<file path="src/hw/smapm_consts.svh">
/*
 Constants of the sensor monitor, alarm and power manager: offsets, fields, reset values, timing.
 Assumes a 50 MHz core clock and byte addresses on a 32-bit AXI4-Lite bus.
*/
// Notes on behaviour
// - A measurement that cannot complete reports minus sixty-four degrees.
// - Writing sensor data word or read command starts on-demand measurement, no alarm effect.
// - Monitor runs only in battery-assist mode, checking battery, tamper, under, over.
// - Monitor needs non-zero interval; with time stamp, top clock byte non-zero.
// - Monitor keeps under count, over count and aborted measurement count.
// - Each monitor sample checks the battery and updates the low battery alarm.
// - Low battery volatile only; tamper, under and over alarms OR of volatile and non-volatile copy.
// - Sensor alarm bit of control word one is OR of all five alarms.
// - Battery checked in assist mode, per monitor pass and wake; latest result only.
// - Reader cannot set or clear the low battery alarm.
// - Tamper checked if enabled and clear, on monitor pass and wake, any mode.
// - Assist mode, tamper pin configured, not SPI slave: port line three rise checks tamper.
// - Tamper alarm non-volatile; cleared by enabled clear command or control/calibration write.
// - Latched shock event drives shock alarm when enabled; survives power cycles.
// - Enabled clear command or control/calibration write clears shock event and alarm.
// - Samples compared to thresholds; consecutive counts set alarm on reaching limit.
// - Under and over alarms non-volatile; cleared by enabled clear command.
// - With ultra-low-power enabled, assist mode write applies at ready state or reset.
// - Sleep: decoder oscillator off, detector polled at 2-bit duty setting.
// - After detection, sample every 25 us; three in a row go active, else resume.
// - Sleep to active enables decoder oscillator and starts boot.
// - Active: detector continuous; 2-bit fade setting sets return to sleep delay.
// - Tag-talks-first repeats message while field present; mutes after 6-bit count.
`ifndef SMAPM_CONSTS_SVH
`define SMAPM_CONSTS_SVH
`define SMAPM_OFF_CTRL 8'h00
`define SMAPM_OFF_INTERVAL 8'h04
`define SMAPM_OFF_THRESH 8'h08
`define SMAPM_OFF_CALIB 8'h0c
`define SMAPM_OFF_CMD 8'h10
`define SMAPM_OFF_SDATA 8'h14
`define SMAPM_OFF_STATUS 8'h18
`define SMAPM_OFF_COUNTS 8'h1c
`define SMAPM_OFF_PWR 8'h20
`define SMAPM_CMD_ALARM_CLR 1
`define SMAPM_CMD_SENSOR_READ 0
`define SMAPM_RST_CTRL 8'h00
`define SMAPM_RST_INTERVAL 16'h0000
`define SMAPM_RST_THRESH 32'h0000_0000
`define SMAPM_RST_CALIB 16'h0000
`define SMAPM_RST_PWR 11'h000
`define SMAPM_TEMP_FAIL 16'hffc0
`define SMAPM_CLK_NS 20
`define SMAPM_CONFIRM_US 25
`define SMAPM_CONFIRM_CYC ((`SMAPM_CONFIRM_US * 1000) / `SMAPM_CLK_NS)
`define SMAPM_CONFIRM_HITS 2'h3
`define SMAPM_RESP_OK 2'b00
`define SMAPM_RESP_SLVERR 2'b10
`endif

</file>
<file path="src/hw/smapm_pkg.sv">
/*
 Types of the sensor monitor, alarm and power manager.
 Assumes smapm_consts.svh for the numeric constants.
*/
package smapm_pkg;
	typedef enum logic [1:0] {FD_SLEEP, FD_CONFIRM, FD_ACTIVE, FD_FADE} smapm_fd_t;
	typedef struct packed {
		logic aux_tamper_cfg;
		logic spi_slave;
		logic ts_req;
		logic clr_cmd_en;
		logic shock_en;
		logic tamper_en;
		logic ulp_en;
		logic bap_req;
	} smapm_ctrl_t;
	typedef struct packed {
		logic ttf_en;
		logic [5:0] mute_cnt;
		logic [1:0] fade;
		logic [1:0] duty;
	} smapm_pwr_t;
	typedef struct packed {
		logic [7:0] over_lim;
		logic [7:0] under_lim;
		logic [7:0] over_thr;
		logic [7:0] under_thr;
	} smapm_thr_t;
endpackage

</file>
<file path="src/hw/smapm_top.sv">
/*
 Sensor monitor, alarm and power manager with an AXI4-Lite register slave.
 Assumes synchronous inputs, an external temperature converter, battery comparator,
 non-volatile alarm store, field detector and message transmitter.
*/
// The AXI4-Lite interface to the registers and the placing of the registers were left to the implementer.
`timescale 1ns/1ps
`include "smapm_consts.svh"
module smapm_top #(
	parameter int TICK_CYC = 50000,
	parameter int POLL_BASE_CYC = 12500,
	parameter int FADE_BASE_CYC = 25000
) (
	// Clock and reset
	input wire logic core_clk,
	input wire logic nrst,
	// AXI4-Lite write
	input wire logic [7:0] s_axi_awaddr,
	input wire logic s_axi_awvalid,
	output logic s_axi_awready,
	input wire logic [31:0] s_axi_wdata,
	input wire logic [3:0] s_axi_wstrb,
	input wire logic s_axi_wvalid,
	output logic s_axi_wready,
	output logic [1:0] s_axi_bresp,
	output logic s_axi_bvalid,
	input wire logic s_axi_bready,
	// AXI4-Lite read
	input wire logic [7:0] s_axi_araddr,
	input wire logic s_axi_arvalid,
	output logic s_axi_arready,
	output logic [31:0] s_axi_rdata,
	output logic [1:0] s_axi_rresp,
	output logic s_axi_rvalid,
	input wire logic s_axi_rready,
	// Temperature converter
	output logic meas_start,
	input wire logic meas_done,
	input wire logic meas_ok,
	input wire logic [15:0] meas_value,
	// Battery, tamper, shock, clock
	input wire logic batt_below,
	input wire logic tamper_pin,
	input wire logic port_line_three,
	input wire logic shock_event_input,
	output logic shock_clr,
	input wire logic [31:0] time_of_day_counter,
	// Non-volatile alarms: tamper, under, over
	input wire logic [2:0] nv_alarm_q,
	output logic [2:0] nv_alarm_set,
	output logic [2:0] nv_alarm_clr,
	// Field detector and power
	input wire logic field_detect,
	input wire logic ready_state,
	output logic field_det_en,
	output logic decoder_osc_en,
	output logic boot_start,
	output logic battery_assist_mode,
	// Broadcast messages
	input wire logic msg_done,
	output logic msg_tx_req,
	output logic extended_protocol_control_word_one_alarm
);
	generate
		if (TICK_CYC < 1 || POLL_BASE_CYC < 1 || FADE_BASE_CYC < 1 ||
				POLL_BASE_CYC > 32'h0fff_ffff || FADE_BASE_CYC > 32'h0fff_ffff) begin : g_chk
			$error("smapm_top: bad timing parameter");
		end
	endgenerate

	function automatic logic [31:0] merge(input logic [31:0] old, input logic [31:0] nw,
			input logic [3:0] st);
		logic [31:0] r;
		r = old;
		for (int i = 0; i < 4; i++) begin
			if (st[i]) begin
				r[i*8 +: 8] = nw[i*8 +: 8];
			end
		end
		return r;
	endfunction

	function automatic logic [7:0] sat_inc(input logic [7:0] v);
		return (v == 8'hff) ? v : v + 8'h01;
	endfunction

	////////////////////////////////////////////////////////////////////////////
	// Register bus
	smapm_pkg::smapm_ctrl_t ctrl_r;
	smapm_pkg::smapm_pwr_t pwr_r;
	smapm_pkg::smapm_thr_t thr_r;
	logic [15:0] interval_r;
	logic [15:0] calib_r;
	logic [15:0] sdata_r;
	logic aw_q_r, w_q_r;
	logic [7:0] awaddr_r;
	logic [31:0] wdata_r;
	logic [3:0] wstrb_r;
	logic [31:0] rdata_r;
	logic [1:0] bresp_r, rresp_r;
	logic bvalid_r, rvalid_r;
	logic wr_go, wr_ok, rd_ok;
	logic [31:0] rd_mux;
	logic wr_ctrl, wr_cfg, wr_cmd, wr_sdata;
	logic clr_cmd, clr_cfg;
	logic [7:0] ucnt_r, ocnt_r, acnt_r;
	logic low_batt_r, tamper_r, ut_r, ot_r;
	logic bap_eff_r, bap_pend_r;
	smapm_pkg::smapm_fd_t fd_r;
	logic muted_r;

	assign s_axi_awready = !aw_q_r && !bvalid_r;
	assign s_axi_wready = !w_q_r && !bvalid_r;
	assign s_axi_arready = !rvalid_r;
	assign s_axi_bvalid = bvalid_r;
	assign s_axi_bresp = bresp_r;
	assign s_axi_rvalid = rvalid_r;
	assign s_axi_rdata = rdata_r;
	assign s_axi_rresp = rresp_r;
	assign wr_go = aw_q_r && w_q_r && !bvalid_r;
	assign wr_ok = awaddr_r[1:0] == 2'b00 && awaddr_r <= `SMAPM_OFF_PWR;
	assign wr_ctrl = wr_go && awaddr_r == `SMAPM_OFF_CTRL;
	assign wr_cfg = wr_go && (awaddr_r == `SMAPM_OFF_CTRL || awaddr_r == `SMAPM_OFF_INTERVAL ||
		awaddr_r == `SMAPM_OFF_THRESH || awaddr_r == `SMAPM_OFF_CALIB);
	assign wr_cmd = wr_go && awaddr_r == `SMAPM_OFF_CMD && wstrb_r[0];
	assign wr_sdata = wr_go && awaddr_r == `SMAPM_OFF_SDATA;
	assign clr_cmd = wr_cmd && wdata_r[`SMAPM_CMD_ALARM_CLR] && ctrl_r.clr_cmd_en;
	assign clr_cfg = wr_cfg;

	always_ff @(posedge core_clk) begin
		if (!nrst) begin
			aw_q_r <= 1'b0;
			w_q_r <= 1'b0;
			awaddr_r <= 8'h00;
			wdata_r <= 32'h0000_0000;
			wstrb_r <= 4'h0;
			bvalid_r <= 1'b0;
			bresp_r <= `SMAPM_RESP_OK;
		end else begin
			if (s_axi_awvalid && s_axi_awready) begin
				aw_q_r <= 1'b1;
				awaddr_r <= s_axi_awaddr;
			end
			if (s_axi_wvalid && s_axi_wready) begin
				w_q_r <= 1'b1;
				wdata_r <= s_axi_wdata;
				wstrb_r <= s_axi_wstrb;
			end
			if (wr_go) begin
				aw_q_r <= 1'b0;
				w_q_r <= 1'b0;
				bvalid_r <= 1'b1;
				bresp_r <= (wr_ok && awaddr_r != `SMAPM_OFF_STATUS &&
					awaddr_r != `SMAPM_OFF_COUNTS) ? `SMAPM_RESP_OK : `SMAPM_RESP_SLVERR;
			end else if (bvalid_r && s_axi_bready) begin
				bvalid_r <= 1'b0;
			end
		end
	end

	always_ff @(posedge core_clk) begin
		if (!nrst) begin
			ctrl_r <= `SMAPM_RST_CTRL;
			interval_r <= `SMAPM_RST_INTERVAL;
			thr_r <= `SMAPM_RST_THRESH;
			calib_r <= `SMAPM_RST_CALIB;
			pwr_r <= `SMAPM_RST_PWR;
		end else if (wr_go) begin
			unique case (awaddr_r)
				`SMAPM_OFF_CTRL: ctrl_r <= 8'(merge({24'h0, ctrl_r}, wdata_r, wstrb_r));
				`SMAPM_OFF_INTERVAL: interval_r <= 16'(merge({16'h0, interval_r}, wdata_r, wstrb_r));
				`SMAPM_OFF_THRESH: thr_r <= merge(thr_r, wdata_r, wstrb_r);
				`SMAPM_OFF_CALIB: calib_r <= 16'(merge({16'h0, calib_r}, wdata_r, wstrb_r));
				`SMAPM_OFF_PWR: pwr_r <= 11'(merge({21'h0, pwr_r}, wdata_r, wstrb_r));
				default: ;
			endcase
		end
	end

	always_comb begin
		rd_ok = 1'b1;
		rd_mux = 32'h0000_0000;
		unique case (s_axi_araddr)
			`SMAPM_OFF_CTRL: rd_mux = {24'h0, ctrl_r};
			`SMAPM_OFF_INTERVAL: rd_mux = {16'h0, interval_r};
			`SMAPM_OFF_THRESH: rd_mux = thr_r;
			`SMAPM_OFF_CALIB: rd_mux = {16'h0, calib_r};
			`SMAPM_OFF_CMD: rd_mux = 32'h0000_0000;
			`SMAPM_OFF_SDATA: rd_mux = {16'h0, sdata_r};
			`SMAPM_OFF_STATUS: rd_mux = {22'h0, muted_r, fd_r, bap_eff_r,
				extended_protocol_control_word_one_alarm,
				shock_event_input && ctrl_r.shock_en, ot_r | nv_alarm_q[2],
				ut_r | nv_alarm_q[1], tamper_r | nv_alarm_q[0], low_batt_r};
			`SMAPM_OFF_COUNTS: rd_mux = {8'h0, acnt_r, ocnt_r, ucnt_r};
			`SMAPM_OFF_PWR: rd_mux = {21'h0, pwr_r};
			default: rd_ok = 1'b0;
		endcase
	end

	always_ff @(posedge core_clk) begin
		if (!nrst) begin
			rvalid_r <= 1'b0;
			rdata_r <= 32'h0000_0000;
			rresp_r <= `SMAPM_RESP_OK;
		end else if (s_axi_arvalid && s_axi_arready) begin
			rvalid_r <= 1'b1;
			rdata_r <= rd_mux;
			rresp_r <= rd_ok ? `SMAPM_RESP_OK : `SMAPM_RESP_SLVERR;
		end else if (rvalid_r && s_axi_rready) begin
			rvalid_r <= 1'b0;
		end
	end

	////////////////////////////////////////////////////////////////////////////
	// Mode and power-up
	logic pwrup_r, wake;
	always_ff @(posedge core_clk) begin
		if (!nrst) begin
			pwrup_r <= 1'b1;
		end else begin
			pwrup_r <= 1'b0;
		end
	end
	assign wake = pwrup_r || boot_start;

	always_ff @(posedge core_clk) begin
		if (!nrst) begin
			bap_eff_r <= 1'b0;
			bap_pend_r <= 1'b0;
		end else if (pwrup_r) begin
			bap_eff_r <= ctrl_r.bap_req;
			bap_pend_r <= 1'b0;
		end else if (!ctrl_r.ulp_en) begin
			bap_eff_r <= ctrl_r.bap_req;
			bap_pend_r <= 1'b0;
		end else if (wr_ctrl && wstrb_r[0] && wdata_r[0] != bap_eff_r) begin
			bap_pend_r <= 1'b1;
		end else if (bap_pend_r && ready_state) begin
			bap_eff_r <= ctrl_r.bap_req;
			bap_pend_r <= 1'b0;
		end
	end
	assign battery_assist_mode = bap_eff_r;

	////////////////////////////////////////////////////////////////////////////
	// Monitor scheduling
	logic [31:0] tick_cnt_r;
	logic [15:0] ival_cnt_r;
	logic mon_en, mon_pass;
	assign mon_en = bap_eff_r && interval_r != 16'h0000 &&
		(!ctrl_r.ts_req || time_of_day_counter[31:24] != 8'h00);
	always_ff @(posedge core_clk) begin
		if (!nrst || !mon_en) begin
			tick_cnt_r <= 32'h0;
			ival_cnt_r <= 16'h0;
		end else if (tick_cnt_r == 32'(TICK_CYC - 1)) begin
			tick_cnt_r <= 32'h0;
			ival_cnt_r <= (ival_cnt_r >= interval_r - 16'h1) ? 16'h0 : ival_cnt_r + 16'h1;
		end else begin
			tick_cnt_r <= tick_cnt_r + 32'h1;
		end
	end
	assign mon_pass = mon_en && tick_cnt_r == 32'(TICK_CYC - 1) &&
		ival_cnt_r >= interval_r - 16'h1;

	////////////////////////////////////////////////////////////////////////////
	// Temperature measurement
	logic busy_r, own_mon_r, od_pend_r, mon_pend_r, start_r;
	logic od_req;
	logic [15:0] result;
	assign od_req = wr_sdata || (wr_cmd && wdata_r[`SMAPM_CMD_SENSOR_READ]);
	assign result = meas_ok ? meas_value : `SMAPM_TEMP_FAIL;
	always_ff @(posedge core_clk) begin
		if (!nrst) begin
			busy_r <= 1'b0;
			own_mon_r <= 1'b0;
			od_pend_r <= 1'b0;
			mon_pend_r <= 1'b0;
			start_r <= 1'b0;
			sdata_r <= `SMAPM_TEMP_FAIL;
		end else begin
			start_r <= 1'b0;
			if (od_req) begin
				od_pend_r <= 1'b1;
			end
			if (mon_pass) begin
				mon_pend_r <= 1'b1;
			end
			if (busy_r && meas_done) begin
				busy_r <= 1'b0;
				if (!own_mon_r) begin
					sdata_r <= result;
				end
			end else if (!busy_r && od_pend_r) begin
				busy_r <= 1'b1;
				own_mon_r <= 1'b0;
				od_pend_r <= od_req;
				start_r <= 1'b1;
			end else if (!busy_r && mon_pend_r) begin
				busy_r <= 1'b1;
				own_mon_r <= 1'b1;
				mon_pend_r <= mon_pass;
				start_r <= 1'b1;
			end
		end
	end
	assign meas_start = start_r;

	////////////////////////////////////////////////////////////////////////////
	// Monitor results and alarms
	logic mon_done, below, above, ut_hit, ot_hit, tamper_hit, p3_r, p3_rise, tamper_rep;
	assign mon_done = busy_r && meas_done && own_mon_r && bap_eff_r;
	assign below = $signed(meas_value) < $signed({{8{thr_r.under_thr[7]}}, thr_r.under_thr});
	assign above = $signed(meas_value) > $signed({{8{thr_r.over_thr[7]}}, thr_r.over_thr});
	assign ut_hit = mon_done && meas_ok && below && sat_inc(ucnt_r) >= thr_r.under_lim;
	assign ot_hit = mon_done && meas_ok && above && sat_inc(ocnt_r) >= thr_r.over_lim;

	always_ff @(posedge core_clk) begin
		if (!nrst) begin
			ucnt_r <= 8'h00;
			ocnt_r <= 8'h00;
			acnt_r <= 8'h00;
		end else if (mon_done) begin
			if (!meas_ok) begin
				acnt_r <= sat_inc(acnt_r);
			end else begin
				ucnt_r <= below ? sat_inc(ucnt_r) : 8'h00;
				ocnt_r <= above ? sat_inc(ocnt_r) : 8'h00;
			end
		end
	end

	always_ff @(posedge core_clk) begin
		if (!nrst) begin
			low_batt_r <= 1'b0;
		end else if (bap_eff_r && (mon_pass || wake)) begin
			low_batt_r <= batt_below;
		end
	end

	always_ff @(posedge core_clk) begin
		if (!nrst) begin
			p3_r <= 1'b0;
		end else begin
			p3_r <= port_line_three;
		end
	end
	assign p3_rise = port_line_three && !p3_r && bap_eff_r && ctrl_r.aux_tamper_cfg &&
		!ctrl_r.spi_slave;
	assign tamper_rep = tamper_r | nv_alarm_q[0];
	assign tamper_hit = ctrl_r.tamper_en && !tamper_rep && tamper_pin &&
		(mon_pass || wake || p3_rise);

	always_ff @(posedge core_clk) begin
		if (!nrst) begin
			tamper_r <= 1'b0;
			ut_r <= 1'b0;
			ot_r <= 1'b0;
		end else begin
			tamper_r <= tamper_hit || (tamper_r && !(clr_cmd || clr_cfg));
			ut_r <= ut_hit || (ut_r && !clr_cmd);
			ot_r <= ot_hit || (ot_r && !clr_cmd);
		end
	end

	always_ff @(posedge core_clk) begin
		if (!nrst) begin
			nv_alarm_set <= 3'b000;
			nv_alarm_clr <= 3'b000;
			shock_clr <= 1'b0;
		end else begin
			nv_alarm_set <= {ot_hit, ut_hit, tamper_hit};
			nv_alarm_clr <= {clr_cmd && !ot_hit, clr_cmd && !ut_hit,
				(clr_cmd || clr_cfg) && !tamper_hit};
			shock_clr <= clr_cmd || clr_cfg;
		end
	end

	assign extended_protocol_control_word_one_alarm = low_batt_r | tamper_rep |
		(shock_event_input && ctrl_r.shock_en) | ut_r | nv_alarm_q[1] |
		ot_r | nv_alarm_q[2];

	////////////////////////////////////////////////////////////////////////////
	// Field detector
	logic [31:0] fd_cnt_r;
	logic [1:0] hits_r;
	logic fd_tick, fd_sample;
	assign fd_tick = (fd_r == smapm_pkg::FD_SLEEP) ?
		fd_cnt_r >= ((32'(POLL_BASE_CYC) << pwr_r.duty) - 32'h1) :
		(fd_r == smapm_pkg::FD_CONFIRM) ? fd_cnt_r >= 32'(`SMAPM_CONFIRM_CYC - 1) :
		fd_cnt_r >= ((32'(FADE_BASE_CYC) << pwr_r.fade) - 32'h1);
	assign fd_sample = fd_r != smapm_pkg::FD_SLEEP || fd_tick;
	assign field_det_en = fd_sample;
	assign decoder_osc_en = fd_r inside {smapm_pkg::FD_ACTIVE, smapm_pkg::FD_FADE};

	always_ff @(posedge core_clk) begin
		if (!nrst) begin
			fd_r <= smapm_pkg::FD_SLEEP;
			fd_cnt_r <= 32'h0;
			hits_r <= 2'h0;
			boot_start <= 1'b0;
		end else begin
			boot_start <= 1'b0;
			fd_cnt_r <= fd_tick ? 32'h0 : fd_cnt_r + 32'h1;
			unique case (fd_r)
				smapm_pkg::FD_SLEEP: begin
					if (fd_tick && field_detect) begin
						fd_r <= smapm_pkg::FD_CONFIRM;
						fd_cnt_r <= 32'h0;
						hits_r <= 2'h0;
					end
				end
				smapm_pkg::FD_CONFIRM: begin
					if (fd_tick) begin
						if (!field_detect) begin
							fd_r <= smapm_pkg::FD_SLEEP;
						end else if (hits_r == `SMAPM_CONFIRM_HITS - 2'h1) begin
							fd_r <= smapm_pkg::FD_ACTIVE;
							boot_start <= 1'b1;
						end else begin
							hits_r <= hits_r + 2'h1;
						end
					end
				end
				smapm_pkg::FD_ACTIVE: begin
					fd_cnt_r <= 32'h0;
					if (!field_detect) begin
						fd_r <= smapm_pkg::FD_FADE;
					end
				end
				smapm_pkg::FD_FADE: begin
					if (field_detect) begin
						fd_r <= smapm_pkg::FD_ACTIVE;
					end else if (fd_tick) begin
						fd_r <= smapm_pkg::FD_SLEEP;
					end
				end
			endcase
		end
	end

	////////////////////////////////////////////////////////////////////////////
	// Broadcast messages
	logic [5:0] msg_cnt_r;
	always_ff @(posedge core_clk) begin
		if (!nrst || fd_r == smapm_pkg::FD_SLEEP) begin
			msg_cnt_r <= 6'h00;
			muted_r <= 1'b0;
		end else if (msg_done && msg_tx_req) begin
			msg_cnt_r <= msg_cnt_r + 6'h01;
			if (pwr_r.mute_cnt != 6'h00 && msg_cnt_r + 6'h01 >= pwr_r.mute_cnt) begin
				muted_r <= 1'b1;
			end
		end
	end
	assign msg_tx_req = pwr_r.ttf_en && fd_r == smapm_pkg::FD_ACTIVE && !muted_r;
endmodule // smapm_top

</file>
<file path="config.mk">
export PLATFORM = sky130hd
export DESIGN_NAME = smapm_top
export DESIGN_NICKNAME = d
export VERILOG_FILES = /design/src/hw/smapm_pkg.sv /design/src/hw/smapm_top.sv
export VERILOG_INCLUDE_DIRS = /design/src /design/src/hw
export SDC_FILE = /design/constraint.sdc
export NUM_CORES = 1
export LEC_CHECK = 0
export ABC_AREA = 1
export ABC_CLOCK_PERIOD_IN_PS = 8200
export BUFFER_PORTS_ARGS = -buffer_cell sky130_fd_sc_hd__clkbuf_2
export CAP_MARGIN = 20
export CORE_MARGIN = 5
export CORE_UTILIZATION = 30
export CTS_CLUSTER_DIAMETER = 40
export DETAILED_ROUTE_END_ITERATION = 16
export PLACE_DENSITY_LB_ADDON = 0.08
export SYNTH_ARGS = -nofsm -noshare
export SYNTH_HDL_FRONTEND = slang
export SYNTH_SLANG_ARGS = --single-unit
</file>
<file path="constraint.sdc">
create_clock -name core_clk -period 8.2 [get_ports core_clk]
set_clock_uncertainty 0.15 [all_clocks]
set_input_delay 0.41 -clock core_clk [delete_from_list [all_inputs] [get_ports core_clk]]
set_output_delay 0.41 -clock core_clk [all_outputs]
set_load 0.005 [all_outputs]
</file>
# [Yosys cells after proc, flatten, opt, wreduce, memory -nomap -nowiden]
# Index checks and enable logic that the tools add are counted.
[totals] reg_bits=319 input_bits=119 output_inout_bits=55 word_cells=311
[classes] n_addsub=11 order_cmp=10 n_eq_ne=34 n_shift=2 n_mux=52 bitwise=15 reduce_logical=128
[ops] operator="one-hot mux 32 bit (8 select lines)" count=1
[ops] operator="adder 32 x 1 -> 32 bit, second input constant" count=2
[ops] operator="greater-or-equal comparator 32 bit" count=2
[ops] operator="two-way mux 32 bit" count=2
[ops] operator="one-hot mux 32 bit (2 select lines)" count=1
[ops] operator="subtractor 32 x 1 -> 32 bit, second input constant" count=2
[ops] operator="logical AND 1 bit" count=57
[ops] operator="equality test 8 x 5 -> 1 bit, second input constant" count=6
[ops] operator="AND reduction 3 bit" count=12
[ops] operator="equality test 32 x 16 -> 1 bit, second input constant" count=1
[ops] operator="equality test 8 x 4 -> 1 bit, second input constant" count=4
[ops] operator="greater-or-equal comparator 32 x 11 -> 1 bit, second input constant" count=1
[ops] operator="two-way mux 16 bit" count=2
[ops] operator="two-way mux 8 bit" count=4
[ops] operator="<< shifter 14 x 2 -> 32 bit, first input constant" count=1
[ops] operator="<< shifter 15 x 2 -> 32 bit, first input constant" count=1
[ops] operator="two-way mux 1 bit" count=27
[ops] operator="two-way mux 2 bit" count=13
[ops] operator="adder 8 x 1 -> 8 bit, second input constant" count=3
[ops] operator="equality test 8 bit, second input constant" count=3
[ops] operator="logical NOT 1 bit" count=17
[ops] operator="adder 16 x 1 -> 16 bit, second input constant" count=1
[ops] operator="equality test 8 x 3 -> 1 bit, second input constant" count=2
[ops] operator="equality test 8 x 6 -> 1 bit, second input constant" count=2
[ops] operator="35 further kinds" count=85

# [Depth between registers and ports, before layout]
[logic_depth] ltp_word=10 depth_mapped=20 ltp_nobuf=20

# [Worst setup path before layout]
# No wires, ideal clock.
[synth_path] path_kind="reg-to-reg" startpoint="register interval_r[2]" endpoint="register ival_cnt_r[2]" setup_time_ns=0.086 t_arrival_ns=2.756 t_required_ns=7.964 path_slack_ns=5.208 path_stages_with_launch=19 n_path_buf=0 synth_period_minus_slack_ns=2.992 cell_sequence="dfxtp_1 > nor2_1 > nand2_1 > nor3_1 > nand2_1 > inv_1 > nand3_1 > nor3_1 > nand3_1 > xor2_1 > ha_1 > a21oi_1 > o21ai_0 > a21oi_1 > a21boi_0 > nand2_1 > nand2_1 > nand2_1 > a211oi_1"
[synth_via] elab_chain_cells=5 word_cells_on_any_way=8 cone_classes="1 x add/sub; 1 x order compare; 1 x mux; 5 x reduce/logical"
[synth_lines] element="from (decl)" line_no="smapm_top.sv:92" source="logic [15:0] interval_r;"
[synth_lines] element="from (signal assigned)" line_no="smapm_top.sv:164" source="interval_r <= `SMAPM_RST_INTERVAL;"
[synth_lines] element="from (signal assigned)" line_no="smapm_top.sv:171" source="`SMAPM_OFF_INTERVAL: interval_r <= 16'(merge({16'h0, interval_r}, wdata_r, wstrb_r));"
[synth_lines] element="parallel branches: the longest is 5 deep, another holds subtractor 16 x 1 -> 16 bit"
[synth_lines] element="to (signal assigned)" line_no="smapm_top.sv:258" source="ival_cnt_r <= (ival_cnt_r >= interval_r - 16'h1) ? 16'h0 : ival_cnt_r + 16'h1;"
[synth_lines] element="to (decl)" line_no="smapm_top.sv:248" source="logic [15:0] ival_cnt_r;"
# Several ways; the timed one is not identified.
# A chain may end at the register's enable or synchronous reset.

# [Worst setup path after layout]
[layout_path] startpoint="register interval_r[0]" endpoint="register ival_cnt_r[2]"
# Same word-level chain as after synthesis.

==> results.py <==
metrics = {
    "outcome": {
        "status": "completed",
    },
    "grt": {
        "grt_pass1_wl_um": 87060,
        "antenna_found_initial": 3,
        "grt_pass1_vias": 15520,
        "grt_use_total_pct": 18.13,
        "overflow": 0,
        "grt_max_degree": 104,
    },
    "synth": {
        "synth-main-ff-cell": "dfxtp_1",
        "synth_cell_types": 56,
        "syn-mean-instance-area_um2": 7.320,
        "yosysWarnings": 0,
        "synth_top_cell_area_share_pct": 37.98,
        "syn_area_um2": 16710,
        "synthArstFlopShare_pct": 0,
        "synth_area_leader_cell": "dfxtp_1",
        "ys_seq_area_share_pct": 37.98,
        "synth_enable_flop_cells": 0,
        "yosys-top-cells-area": "dfxtp_1 38%, ha_1 9.6%, nand2_1 8.1%, a21oi_1 7.2%, o21ai_0 6.3%",
        "synth-seq-cells": 317,
        "netlist_instances": 2283,
    },
    "drt": {
        "drc": 0,
        "vias": 15920,
        "ant_nets": 0,
        "dr.pass1.iters": 5,
        "drt_iter0_drc": 980,
        "wl_per_cell_um": 16.94,
        "vias_per_cell": 4.812,
        "wl_um": 56040,
    },
    "sta": {
        "fin_crit_sh_pct": 45.28,
        "fmax_ghz": 0.2693,
        "setup_viol": 0,
        "drv_slew": 0,
        "setup_tns_ns": 0,
        "rsz0062_at_grt": "no",
        "min_period_ns": 3.713,
        "worst_slew_pin_slew_ns": 1.015,
        "relSlewSlack_pct": 32.31,
        "hold_viol": 0,
    },
    "setup_path": {
        "crit_family": "simple AND/OR/NAND/NOR gates",
        "crit_chain": "inv_1 > nand2_1 > nor3_1 > nand2_1 > inv_1 > nand3_1 > nor3_1 > nand3_1 > xor2_1 > ha_1 > a21oi_1 > o21ai_0 > a21oi_1 > a21boi_0 > nand2_1 > nand2_1 > nand2_1 > a211oi_1",
        "arrival_ns": 4.05,
        "cp-startpoint": "interval_r[0]",
        "cp-end-kind": "flip-flop",
        "r2r-start": "interval_r[0]",
        "critPathMaxStageDelay_ns": 0.31,
        "cpMaxStageDelayCell": "ha_1",
        "cp.required_ns": 8.53,
        "cp_max_fo": 8,
        "cpMostUsedCell": "nand2_1",
        "crit_type": "flip-flop to flip-flop",
        "start_kind": "flip-flop",
        "cp_num_buf_inv": 2,
    },
    "final_layout": {
        "drive_gt1_share_pct": 12.97,
        "layout.nets": 2755,
        "fill_cells": 5834,
        "final_util_pct": 38.54,
        "area_delta_synth_final_pct": 27.05,
    },
    "die": {
        "start_util_pct": 30.33,
        "core_um2": 55090,
        "fp.dieArea_um2": 60520,
        "die_w_um": 246.0,
        "io_pins": 174,
        "core.rowCount": 86,
        "chipHeight_um": 246.0,
    },
    "clock_tree": {
        "path_clk_slew_ns": 0.05,
        "cts.sinks": 317,
        "htree_num_levels": 3,
        "cts_root_buf": "clkbuf_16",
        "cts_resized": 0,
        "clk_path_buf_depth": 3,
        "cts_tree": "yes",
        "clk_latency_ns": 0.58,
        "cts_buffers": 71,
    },
    "power_and_ir_drop": {
        "vdd_drop_max_v": 0.0001387,
        "powerDensity_nw_per_um2": 227.3,
        "leakage_uw": 0.008752,
    },
    "flow_run": {
        "cap_violations": 0,
    },
    "min_path": {
        "hold_start": "s_axi_wdata[24]",
        "min_path_type": "primary input to flip-flop",
    },
    "place": {
        "gp_congestion": 0.8188,
        "port_buffers": 147,
        "hpwl_um": 41780,
    },
}
## state kept, by name, summed over array words and instances, names as in the netlist, 2 cells and up, named ones only
register and count:
nv_alarm_clr 3, ival_cnt_r 16, interval_r 16, thr_r 32
acnt_r 8, tick_cnt_r 32, wstrb_r 4, fd_cnt_r 32
ocnt_r 8, msg_cnt_r 6, hits_r 2, pwr_r 11
wdata_r 32, ucnt_r 8, awaddr_r 8, ctrl_r 8
calib_r 16, sdata_r 16, nv_alarm_set 3, s_axi_rdata 32
## path summary, 6_finish.rpt
| path | end | slack (ns) | depth (start not counted) |
|---|---|---|---|
| worst min-delay path | wdata_r[24] | 0.03 | 3 |
| worst max register to register | ival_cnt_r[2] | 4.49 | 18 |
| worst min register to register | tick_cnt_r[0] | 0.30 | 1 |
| worst max-delay path | ival_cnt_r[2] | 4.49 | 18 |
## Yosys cell counts, types with 3 or more instances
master / n
buf_1: 3
xor2_1: 38
nor3b_1: 15
o2111ai_1: 4
ha_1: 128
inv_2: 5
nand4_1: 52
nor3_4: 3
nor2_1: 263
nor3_2: 5
xnor2_1: 10
a21o_1: 3
inv_1: 269
a211oi_1: 10
nand3_1: 85
clkbuf_1: 52
and3_1: 3
nor3_1: 50
o22ai_1: 21
nand2_2: 9
nand3_2: 6
o41ai_1: 3
nor2_4: 9
a221oi_1: 8
nand3b_1: 5
a21oi_1: 241
nor4_1: 21
a21boi_0: 4
clkinv_1: 3
nand2_1: 360
dfxtp_1: 317
or2_2: 6
a31oi_1: 4
o21a_1: 6
buf_2: 12
o21ai_0: 209
o211ai_1: 3
nor2_2: 11
## report_power, final
part | switching, uW | internal (uW)
combinational | 154 | 86.5
sequential | 33.9 | 1580
clock | 908 | 2060
## worst reg2reg max path, stage by stage, from the launching register on
cell      delay [ns]
dfxtp_1         0.30
inv_1           0.15
nand2_1         0.11
nor3_1          0.27
nand2_1         0.14
inv_1           0.10
nand3_1         0.10
nor3_1          0.27
nand3_1         0.14
xor2_1          0.18
ha_1            0.31
a21oi_1         0.15
o21ai_0         0.12
a21oi_1         0.14
a21boi_0        0.19
nand2_1         0.23
nand2_1         0.15
nand2_1         0.18
a211oi_1        0.24
## what timing repair did
action | in CTS | in global routing
buffers inserted | 0 | 0
hold buffers | 52 | 0
hold endpoints to repair | 52 | 0
## layer usage
layer	global-route usage [%]	wire length [um]	up-vias
met4	5.858	1328	2
met1	24.80	27120	7382
met2	29.03	24840	336
li1	-	-	8120
met5	0	13	-
met3	3.298	2738	83
## kinds of logic after synthesis
family	synth area share (%)
other	0.04494
buffers and inverters	7.907
adder cells (fa/ha/maj)	9.584
AO/OA/AOI/OAI	17.06
AND/OR/NAND/NOR	24.91
XOR/XNOR	2.516
flip-flops	37.98
## cell usage in the layout (no fill, tap or decap), drive strengths merged, types with 52 or more instances in the layout
master / n
a21oi: 243
clkbuf: 239
dfxtp: 317
dlygate4sd3: 52
ha: 128
inv: 276
nand2: 369
nand3: 91
nand4: 55
nor2: 283
nor3: 58
o21ai: 210
## metrics by stage
stage	hold slack [ns]	setup WS, ns	area (um2)	total power, uW	std cells
floorplan	0.2676	5.208	16760	1760	2295
global placement	0.2807	4.594	18230	1861	3131
detailed placement	0.2966	4.453	18230	1864	3131
CTS	0.0006459	4.422	21230	4895	3308
global route	0.02135	4.045	21230	5014	3308
finish	0.02527	4.487	21230	4826	3309
## cell type report
cell class              instances  area (um2)  area share, %
multi-input cells            1632        9091          42.82
repair buffers                209        1334          6.282
inverters                     277        1040          4.897
well taps                     748       935.9          4.408
flip-flops and latches        317        6346          29.89
clock inverters                32       500.5          2.357
clock buffers                  93        1982          9.335
diodes                          1       2.502        0.01179
Note: power is estimated with default switching activity, not from simulation.
